==> config.mk <==
export PLATFORM = sky130hd
export DESIGN_NAME = arf_filter
export DESIGN_NICKNAME = d
export VERILOG_FILES = /design/src/logic/arf_pkg.sv /design/src/logic/arf_filter.sv
export SDC_FILE = /design/constraint.sdc
export NUM_CORES = 1
export LEC_CHECK = 0
export ABC_CLOCK_PERIOD_IN_PS = 6100
export BUFFER_PORTS_ARGS = -buffer_cell sky130_fd_sc_hd__buf_2
export CAP_MARGIN = 20
export CORE_ASPECT_RATIO = 1.25
export CORE_MARGIN = 2
export CORE_UTILIZATION = 50
export CTS_BUF_LIST = sky130_fd_sc_hd__clkbuf_8
export DETAILED_ROUTE_END_ITERATION = 7
export PLACE_DENSITY = 0.72
export SLEW_MARGIN = 20
export SYNTH_ARGS = -nofsm -noshare
export SYNTH_HDL_FRONTEND = slang
export SYNTH_SLANG_ARGS = --single-unit
==> constraint.sdc <==
create_clock -name clk_in -period 6.1 [get_ports clk_in]
set_clock_uncertainty 0.1 [all_clocks]
set_input_delay 0.61 -clock clk_in [delete_from_list [all_inputs] [get_ports clk_in]]
set_output_delay 0.61 -clock clk_in [all_outputs]
set_load 0.01 [all_outputs]
==> src/logic/arf_pkg.sv <==
package arf_pkg;
  // Register byte offsets (set / clear pairs)
  localparam logic [11:0] ARF_REQ_HI_SET = 12'h100;
  localparam logic [11:0] ARF_REQ_HI_CLR = 12'h104;
  localparam logic [11:0] ARF_REQ_LO_SET = 12'h108;
  localparam logic [11:0] ARF_REQ_LO_CLR = 12'h10C;
  localparam logic [11:0] ARF_PHY_HI_SET = 12'h110;
  localparam logic [11:0] ARF_PHY_HI_CLR = 12'h114;
  localparam logic [11:0] ARF_PHY_LO_SET = 12'h118;
  localparam logic [11:0] ARF_PHY_LO_CLR = 12'h11C;
  // Field positions and fixed values
  localparam int ARF_ALL_BIT = 31;
  localparam logic [31:0] ARF_REG_RESET = 32'h0000_0000;
  localparam logic [9:0] ARF_BUS_UNSET = 10'h3FF;
  localparam logic [5:0] ARF_NODE_NONE = 6'h3F;
  localparam logic [47:0] ARF_PHYS_TOP = 48'h0000_FFFF_FFFF;
  localparam logic [47:0] ARF_ROM_BASE = 48'hFFFF_F000_0400;
  localparam logic [47:0] ARF_ROM_END = 48'hFFFF_F000_07FF;
  localparam logic [47:0] ARF_IRM_BASE = 48'hFFFF_F000_021C;
  localparam logic [47:0] ARF_IRM_END = 48'hFFFF_F000_0228;
  localparam logic [47:0] ARF_ROMHDR_END = 48'hFFFF_F000_0417;
  // Transaction codes of interest
  localparam logic [3:0] ARF_TC_QRD = 4'h4;
  localparam logic [3:0] ARF_TC_BWR = 4'h1;
  localparam logic [3:0] ARF_TC_BRD = 4'h5;
  localparam logic [3:0] ARF_TC_LOCK = 4'h9;
  localparam logic [3:0] ARF_TC_RESP_WR = 4'h2;
  localparam logic [3:0] ARF_TC_RESP_QRD = 4'h6;
  localparam logic [3:0] ARF_TC_RESP_BRD = 4'h7;
  localparam logic [3:0] ARF_TC_RESP_LOCK = 4'hB;

  // Routing outcome
  typedef enum logic [1:0] {
    ARF_DROP = 2'b00,
    ARF_TO_CTX = 2'b01,
    ARF_TO_PHYS = 2'b10,
    ARF_PASS = 2'b11
  } arf_route_t;

  // Incoming packet header fields
  typedef struct packed {
    logic [15:0] source_id;
    logic [47:0] offset;
    logic [3:0] tcode;
    logic [15:0] ext_tcode;
  } arf_hdr_t;

  // Decision delivered downstream
  typedef struct packed {
    arf_route_t route;
    logic send_ack;
  } arf_dec_t;
endpackage

==> src/logic/arf_filter.sv <==
`timescale 1ns/1ps
module arf_filter
  import arf_pkg::*;
#(
  parameter int NODES = 63
)
(
  input wire logic clk_in,
  input wire logic rst_in,
  input wire logic bus_reset_in,
  input wire logic link_enable_in,
  input wire logic ctx_enable_in,
  input wire logic [9:0] local_bus_field_in,
  input wire logic local_bus_load_in,
  input wire logic reg_wr_in,
  input wire logic reg_rd_in,
  input wire logic [11:0] reg_addr_in,
  input wire logic [31:0] reg_wdata_in,
  output logic [31:0] reg_rdata_out,
  output logic reg_ack_out,
  input wire logic pkt_valid_in,
  input wire arf_hdr_t pkt_hdr_in,
  output arf_dec_t dec_out,
  output logic dec_valid_out
);

  // Storage overview
  // Two 64-bit vectors and the local bus number hold the whole filter state.
  // Bits 62:0 are per-node enables, one per local node number.
  // Bit 63 is the wide control of each vector.
  // In the request vector it admits every node on every bus.
  // In the physical vector it admits nodes on foreign buses only.
  // Keeping both vectors 64 bits wide lets the source node index
  // them directly, with no subtraction or split per half.
  // Node 63 would land on bit 63, so the hit logic masks it out.
  // Accept state: request vector and physical vector, bit 63 = all/other-bus
  logic [63:0] req_vec_r;
  logic [63:0] req_vec_nxt;
  logic [63:0] phy_vec_r;
  logic [63:0] phy_vec_nxt;
  logic [9:0] local_bus_number_r; // Bus number used for source matching
  logic [31:0] reg_rdata_r;
  logic reg_ack_r;
  arf_dec_t dec_r;
  logic dec_valid_r;

  // Register interface notes
  // Writes and reads are single-cycle strobes, no wait states.
  // The acknowledge always follows one cycle after any strobe,
  // so the host never has to poll for completion.
  // Each pair has a set port and a clear port at adjacent words.
  // Both ports of a pair read back the same current state.
  // Unmapped or unaligned reads return zero rather than stale data.
  // Unmapped writes are ignored and still acknowledged.
  // Register address decode
  wire logic hit_rhs = reg_wr_in && (reg_addr_in == ARF_REQ_HI_SET);
  wire logic hit_rhc = reg_wr_in && (reg_addr_in == ARF_REQ_HI_CLR);
  wire logic hit_rls = reg_wr_in && (reg_addr_in == ARF_REQ_LO_SET);
  wire logic hit_rlc = reg_wr_in && (reg_addr_in == ARF_REQ_LO_CLR);
  wire logic hit_phs = reg_wr_in && (reg_addr_in == ARF_PHY_HI_SET);
  wire logic hit_phc = reg_wr_in && (reg_addr_in == ARF_PHY_HI_CLR);
  wire logic hit_pls = reg_wr_in && (reg_addr_in == ARF_PHY_LO_SET);
  wire logic hit_plc = reg_wr_in && (reg_addr_in == ARF_PHY_LO_CLR);

  // Set and clear masks
  // Only the strobed port contributes a mask; all others give zero.
  // A mask of zeros leaves the vector exactly as it was, which is
  // what lets software change one node without a read first.
  // Software cannot set and clear in one atomic write; it takes
  // two writes, and another request may be judged in between.
  // Write-one masks per vector; zero bits leave state alone
  wire logic [63:0] req_set = {hit_rhs ? reg_wdata_in : 32'h0, hit_rls ? reg_wdata_in : 32'h0};
  wire logic [63:0] req_clr = {hit_rhc ? reg_wdata_in : 32'h0, hit_rlc ? reg_wdata_in : 32'h0};
  wire logic [63:0] phy_set = {hit_phs ? reg_wdata_in : 32'h0, hit_pls ? reg_wdata_in : 32'h0};
  wire logic [63:0] phy_clr = {hit_phc ? reg_wdata_in : 32'h0, hit_plc ? reg_wdata_in : 32'h0};

  // Next-state hazard
  // A bus reset and a set write may meet in the same cycle.
  // The reset is a hardware event and must not be undone by a
  // write that software issued before it saw the reset, so the
  // reset branch is applied last and overrides the masks.
  // The accept-all bit alone is carried through the reset.
  // Next state: bus reset wins over software; accept-all survives it
  always_comb
  begin
    req_vec_nxt = (req_vec_r | req_set) & ~req_clr;
    phy_vec_nxt = (phy_vec_r | phy_set) & ~phy_clr;
    if (bus_reset_in)
    begin
      req_vec_nxt = {req_vec_nxt[ARF_ALL_BIT + 32], 63'h0};
      phy_vec_nxt = 64'h0;
    end
  end

  // Vector state
  always_ff @(posedge clk_in)
  begin
    if (rst_in)
    begin
      req_vec_r <= {ARF_REG_RESET, ARF_REG_RESET};
      phy_vec_r <= {ARF_REG_RESET, ARF_REG_RESET};
    end
    else
    begin
      req_vec_r <= req_vec_nxt;
      phy_vec_r <= phy_vec_nxt;
    end
  end

  // Local bus number
  // After a bus reset the bus number is unknown until software
  // loads it again; until then only the unset value matches.
  // A load in the same cycle as a bus reset is lost on purpose.
  // Local bus number, forced to unset on every bus reset
  always_ff @(posedge clk_in)
  begin
    if (rst_in)
      local_bus_number_r <= ARF_BUS_UNSET;
    else if (bus_reset_in)
      local_bus_number_r <= ARF_BUS_UNSET;
    else if (local_bus_load_in)
      local_bus_number_r <= local_bus_field_in;
  end

  // Read path
  // Address bit 2 selects set or clear; it is dropped for reads
  // so both ports return the same word.
  // Read data is zero whenever no read is strobed, which keeps
  // the shared host bus quiet between accesses.
  // Read mux: set and clear addresses of a pair return the same word
  wire logic [11:0] rd_pair = {reg_addr_in[11:3], 3'h0};
  wire logic addr_ok = (reg_addr_in[1:0] == 2'h0);
  logic [31:0] rd_word;
  always_comb
  begin
    rd_word = 32'h0;
    if (addr_ok)
    begin
      case (rd_pair)
        ARF_REQ_HI_SET: rd_word = req_vec_r[63:32];
        ARF_REQ_LO_SET: rd_word = req_vec_r[31:0];
        ARF_PHY_HI_SET: rd_word = phy_vec_r[63:32];
        ARF_PHY_LO_SET: rd_word = phy_vec_r[31:0];
        default: rd_word = 32'h0; // Unmapped reads return zero
      endcase
    end
  end

  // Read data registered so every output comes from a flop
  always_ff @(posedge clk_in)
  begin
    if (rst_in)
    begin
      reg_rdata_r <= 32'h0;
      reg_ack_r <= 1'b0;
    end
    else
    begin
      reg_rdata_r <= reg_rd_in ? rd_word : 32'h0;
      reg_ack_r <= reg_rd_in || reg_wr_in;
    end
  end

  // Source matching
  // The header is judged in the cycle it is presented; the
  // result is registered so the decision arrives one cycle later.
  // Local means either the unset bus number or the loaded one.
  // Foreign buses never hit a per-node bit.
  // Source id split into bus and node
  wire logic [9:0] src_bus = pkt_hdr_in.source_id[15:6];
  wire logic [5:0] src_node = pkt_hdr_in.source_id[5:0];
  wire logic bus_local = (src_bus == ARF_BUS_UNSET) || (src_bus == local_bus_number_r);
  // Node 63 has no per-node bit; the index then reads bit 63, so mask it
  wire logic node_real = (src_node != ARF_NODE_NONE);

  // Per-node hits
  wire logic req_node_hit = bus_local && node_real && req_vec_r[src_node];
  wire logic req_ok = req_vec_r[ARF_ALL_BIT + 32] || req_node_hit;
  wire logic phy_node_hit = bus_local && node_real && phy_vec_r[src_node];
  wire logic phy_other = !bus_local && phy_vec_r[ARF_ALL_BIT + 32];
  wire logic phy_ok = phy_node_hit || phy_other;

  // Classification notes
  // Responses pass unfiltered: they answer our own requests.
  // The bypass regions keep discovery working for any node,
  // even when software has closed every per-node bit.
  // The physical range limit is inclusive.
  // Packet classification
  wire logic [3:0] tc = pkt_hdr_in.tcode;
  wire logic is_resp = (tc == ARF_TC_RESP_WR) || (tc == ARF_TC_RESP_QRD) ||
                       (tc == ARF_TC_RESP_BRD) || (tc == ARF_TC_RESP_LOCK);
  wire logic [47:0] off = pkt_hdr_in.offset;
  wire logic in_rom = (off >= ARF_ROM_BASE) && (off <= ARF_ROM_END);
  wire logic rom_qrd = (tc == ARF_TC_QRD) && (off >= ARF_ROM_BASE) && (off <= ARF_ROMHDR_END);
  wire logic in_irm = (off >= ARF_IRM_BASE) && (off <= ARF_IRM_END);
  wire logic bypass = rom_qrd || in_irm || (link_enable_in && in_rom);
  wire logic in_phys = (off <= ARF_PHYS_TOP);
  // Lock or block with extended code never served physically
  wire logic phys_forbid = (tc == ARF_TC_LOCK) ||
    (((tc == ARF_TC_BWR) || (tc == ARF_TC_BRD)) && (pkt_hdr_in.ext_tcode != 16'h0));

  // Decision priority
  // 1. Responses and bypass regions always pass with an ack.
  // 2. A refused source is dropped silently, no ack at all.
  // 3. Allowed physical requests may go to the physical unit.
  // 4. Everything else goes to the receive context if enabled.
  // 5. Otherwise the request is dropped without an ack.
  // Routing decision
  arf_dec_t dec_nxt;
  always_comb
  begin
    dec_nxt.route = ARF_DROP;
    dec_nxt.send_ack = 1'b0;
    if (is_resp || bypass)
    begin
      dec_nxt.route = ARF_PASS;
      dec_nxt.send_ack = 1'b1;
    end
    else if (!req_ok)
    begin
      dec_nxt.route = ARF_DROP;
      dec_nxt.send_ack = 1'b0;
    end
    else if (in_phys && !phys_forbid && phy_ok)
    begin
      dec_nxt.route = ARF_TO_PHYS;
      dec_nxt.send_ack = 1'b1;
    end
    else if (ctx_enable_in)
    begin
      dec_nxt.route = ARF_TO_CTX;
      dec_nxt.send_ack = 1'b1;
    end
    else
    begin
      dec_nxt.route = ARF_DROP;
      dec_nxt.send_ack = 1'b0;
    end
  end

  // Output timing
  // The decision is recomputed every cycle; only the valid pulse
  // tells the consumer which cycle belongs to a real header.
  // Decision register, one cycle after the header
  always_ff @(posedge clk_in)
  begin
    if (rst_in)
    begin
      dec_r <= '{route: ARF_DROP, send_ack: 1'b0};
      dec_valid_r <= 1'b0;
    end
    else
    begin
      dec_r <= dec_nxt;
      dec_valid_r <= pkt_valid_in;
    end
  end

  assign reg_rdata_out = reg_rdata_r;
  assign reg_ack_out = reg_ack_r;
  assign dec_out = dec_r;
  assign dec_valid_out = dec_valid_r;
endmodule

Yosys cells after proc, flatten, opt, wreduce, memory -nomap -nowiden
Cells that the tools add are included.

Word-level logic and storage cells: 102. Register bits after elaboration: 175. Input bits: 147.

Eq/ne operators: 23. Reductions and logical operators: 38. Muxes and demuxes: 17. Bitwise operators: 8. Magnitude comparators: 7.

Operators by type and width (count): two-way mux 32 bit (8); less-or-equal comparator 48 bit, second input constant (3); AND 64 bit (2); NOT 64 bit (2); bitwise OR 64 bit (2); case mux 32 bit (4 select lines) (1); == test 12 x 9 -> 1 bit, second input constant (8); >= comparator 48 bit, second input constant (2); less-or-equal comparator 48 x 32 -> 1 bit, second input constant (1); == test 9 x 6 -> 1 bit, second input constant (4); logical AND 1 bit (20); == test 4 x 3 -> 1 bit, second input constant (4); nonzero test 16 bit (1); binary-select mux 1 bit (select 6 bit) (2); logical OR 1 bit (12); == test 10 bit (1); == test 10 bit, second input constant (1); two-way mux 3 bit (3); == test 4 bit, second input constant (2); < comparator 6 x 7 -> 1 bit, second input constant (1); != test 6 bit, second input constant (1); == test 4 x 1 -> 1 bit, second input constant (1); == test 4 x 2 -> 1 bit, second input constant (1); OR reduction 3 bit (1); 6 further kinds (9).

Longest topological paths before layout
Word-level depth: 10. Gate-level depth with buffers: 9. Mapped depth without buffers: 6.

Worst setup path before layout
OpenSTA, ideal clock, no wires.

Kind: input port to flip-flop. Start point: in pkt_hdr_in[68] (netlist bit). End point: reg dec_r, in the netlist dec_out[0]. Path buffers: 2. Cell stages on the path: 8. Data required time: 5.880 ns. Setup slack: 3.730 ns. Setup time: 0.120 ns. Arrival: 2.150 ns. Path through: buf_6 -> buf_12 -> mux4_1 -> a22oi_1 -> a31oi_1 -> nor4b_1 -> a2111o_1 -> a2bb2oi_1.

Word-level cells in the longest chain between the ends: 8.

Ends and longest elaborated chain: start, declared (RTL line arf_filter.sv:22) `input wire arf_hdr_t pkt_hdr_in,`; binary-select mux 1 bit (select 6 bit) / != test 6 bit (equally long branches) (RTL line arf_filter.sv:179, arf_filter.sv:174); two-way mux 1 bit (not written as such) / logical AND 1 bit (equally long branches) (RTL line arf_filter.sv:179, arf_filter.sv:177); logical AND 1 bit (RTL line arf_filter.sv:179) `wire logic phy_node_hit = bus_local && node_real && phy_vec_r[src_node];`; logical OR 1 bit (RTL line arf_filter.sv:181) `wire logic phy_ok = phy_node_hit || phy_other;`; logical AND 1 bit (RTL line arf_filter.sv:224) `else if (in_phys && !phys_forbid && phy_ok)`; two-way mux 3 bit (RTL line arf_filter.sv:224); two-way mux 3 bit * (RTL line arf_filter.sv:219) `else if (!req_ok)`; two-way mux 3 bit * (RTL line arf_filter.sv:214) `if (is_resp || bypass)`; end signal, assigned (RTL line arf_filter.sv:249) `dec_r <= '{route: ARF_DROP, send_ack: 1'b0};`; end signal, assigned (RTL line arf_filter.sv:254) `dec_r <= dec_nxt;`; end, declared (RTL line arf_filter.sv:44) `arf_dec_t dec_r;`.

Mark *: on every way between the ends. The rest lies on a longest branch, timed or not. The select of a mux whose other input is x is not followed. A chain may end at the register's enable or synchronous reset.

Worst setup path in the final report
Start point: in pkt_hdr_in[69] (netlist bit). End point: reg dec_r, in the netlist dec_out[1].

Same word-level chain as after synthesis.

==> impl_metrics.tcl <==
set metrics [dict create \
    dieArea_mm2 0.01781 \
    leakagePower_uw 0.003115 \
    netlist.area_leader.share 0.4183 \
    ir_drop_v 0.0001245 \
    nFillCells 1438 \
    rsz0062_at_grt "false" \
    synth.area.top_cells "dfxtp_1, a211oi_1, a21oi_1" \
    max_freq_mhz 343.5 \
    path_delay_family "compound AO/OA/AOI/OAI gates" \
    ys.flop_type "dfxtp_1" \
    post-route-period-util 0.4773 \
    io_buffers 183 \
    ys_types 58 \
    outcome "completed" \
    post_cts_buffers 0 \
    required_ns 6.38 \
    synth_warnings 0 \
    drive_above_1_share 0.2941 \
    ys_seq_area_frac 0.4183 \
    yosysMostFrequentCell "dfxtp_1" \
    hp-class "in2reg" \
    track_usage 0.2771 \
    syn_area_mm2 0.008374 \
    tritoncts "done" \
    post-route-util 0.5785 \
    synth_top_cells_by_count "dfxtp_1, a21oi_1, a211oi_1" \
    die_w_um 119.8 \
    cts_buffer_depth 2 \
    finalSetupViolCount 0 \
    drtPass1Iterations 5 \
    multi_input_area_mm2 0.004265 \
    fin_nets 1086 \
    synth.largest_area_cell "dfxtp_1" \
    r2r_setup_slack_ns 3.85 \
    antenna_found_initial 3 \
    drt_iter0_markers 584 \
    grt_pass1_vias 7069 \
    worst_pin_slew_ns 0.9946 \
    cp_cell_sequence "buf_2 > buf_4 > mux4_2 > mux2i_1 > o21ai_1 > a2111oi_2 > o41ai_2 > o31ai_2" \
    via_count 7472 \
    period_minus_slack_ns 2.911 \
    hold_viol 0 \
    critPathKind "in2reg" \
    power_density_mw_per_mm2 222.3 \
    cts.sinks 175 \
    syn_nets 976 \
    die_y_um 148.7 \
    instances_no_fill 1171 \
    post-dp-hpwl_um 16380 \
    synth-seq-cells 175 \
    cp.buffers_inverters 2 \
    grt_pass1_wl_um 38800 \
    worstSkewPairLatency_ns 0.46 \
    cts_resized 0 \
    syn_area_per_cell_um2 10.10 \
    register_area_mm2 0.003503 \
    crit_fanout 25 \
    gp_congestion 0.8694 \
    async_flop_share 0 \
    numCtsBuffers 17 \
    grt_max_degree 75 \
    overflow 0 \
    initial_core_util 0.5148 \
    area_growth_pct 12.36 \
    slew_headroom 0.3354 \
    drt_wl_total_um 24600 \
    crit_path_start_kind "input pin" \
    drcViolationCount 0 \
    tns_ns 0 \
    worstSetupEndpointType "register" \
    htreeDepth 4 \
    clk_root_buffer_cell "clkbuf_8" \
    io_pins 184 \
    rows 52 \
    ctsHoldBuffers 0 \
    netlist_instances 829 \
    final-max-slew-violation-count 0 \
    cp_slowest_cell "a2111oi_2" \
    coreArea_mm2 0.01627 \
    slowest_delay_ns 0.55 \
    dp.cells 1136 \
    avgRoutedWirePerCell_um 21.01 \
    synth_edf_count 0 \
    maxCapViolations 0 \
    arrival_ns 3.19 \
    drtAntennaViolNets 0 \
    clk_pin_slew_ns 0.09 \
    viasPerCell 6.381 \
]
-- area by class of cell --
| cell class | instances | share of cell area |
|---|---|---|
| diodes | 3 | 0.0007979 |
| clock buffers | 19 | 0.02779 |
| clock inverters | 13 | 0.01210 |
| inverters | 7 | 0.002793 |
| multi-input cells | 549 | 0.4533 |
| flip-flops and latches | 175 | 0.3723 |
| well taps | 216 | 0.02872 |
| repair buffers | 189 | 0.1021 |
-- layer usage --
| layer | global-route usage | vias up | wire (um) |
|---|---|---|---|
| li1 | - | 3478 | - |
| met1 | 0.3442 | 3546 | 9624 |
| met2 | 0.4774 | 410 | 12280 |
| met3 | 0.06173 | 36 | 2113 |
| met4 | 0.09118 | 2 | 571 |
| met5 | 0 | - | 11 |
-- cells in the final DEF (no fill, tap or decap), types with 4 or more instances in the layout --
master	synthesis	layout
a21oi_1	157	157
inv_1	7	9
a22oi_1	58	58
mux4_2	31	31
buf_4	27	6
nor2_1	16	13
o21ai_0	4	4
a211oi_2	10	10
buf_2	42	183
mux2i_1	21	21
nand2_1	19	19
nor2b_1	8	8
a31oi_1	4	4
nand4b_1	4	4
inv_6	0	4
a211oi_1	120	120
nand4_1	14	14
dfxtp_1	175	175
nor4_1	14	14
nor4b_1	4	4
clkbuf_8	0	19
xor2_1	10	10
nor2_4	8	10
-- through the flow --
step | setup slack (ns) | total power, uW | instance area [um^2] | hold slack (ns)
detailed placement | 2.805 | 1338 | 9026 | 0.3941
finish | 3.189 | 2091 | 9409 | 0.2553
CTS | 3.244 | 2098 | 9402 | 0.2475
global route | 3.016 | 2166 | 9404 | 0.2395
global placement | 2.818 | 1337 | 9026 | 0.3762
floorplan | 3.730 | 1278 | 8374 | 0.3625
-- worst paths after layout --
path / from / end / depth (start not counted)
hold / removal: pkt_valid_in / dec_valid_out$_SDFF_PP0_ / 2
hold reg to reg: local_bus_number_r[9]$_SDFFE_PP1P_ / local_bus_number_r[9]$_SDFFE_PP1P_ / 2
setup reg to reg: phy_vec_r[7]$_SDFF_PP0_ / dec_out[1]$_SDFF_PP0_ / 6
setup / recovery: pkt_hdr_in[69] / dec_out[1]$_SDFF_PP0_ / 8
-- registers in the layout, summed over array words and instances (netlist names) --
register,cells
req_vec_r,64
dec_valid_out,1
phy_vec_r,64
reg_ack_out,1
local_bus_number_r,10
reg_rdata_out,32
dec_out,3
-- where the power goes --
group	switching, uW	leakage (uW)	internal, uW	total (uW)
Clock	433	0.000192	346	779
Combinational	99.5	0.00151	65.9	165
Sequential	1.89	0.00141	1150	1150
Total	535	0.00311	1560	2090
-- kinds of logic after synthesis --
logic type / count (synthesis) / synth area share
muxes: 55 / 0.1179
AOI/OAI and AO/OA: 377 / 0.2997
buffers and inverters: 105 / 0.07470
and+or+nand+nor: 107 / 0.07889
xor gates and xnor gates: 10 / 0.01046
DFF: 175 / 0.4183
(Power assumes the default switching activity.)
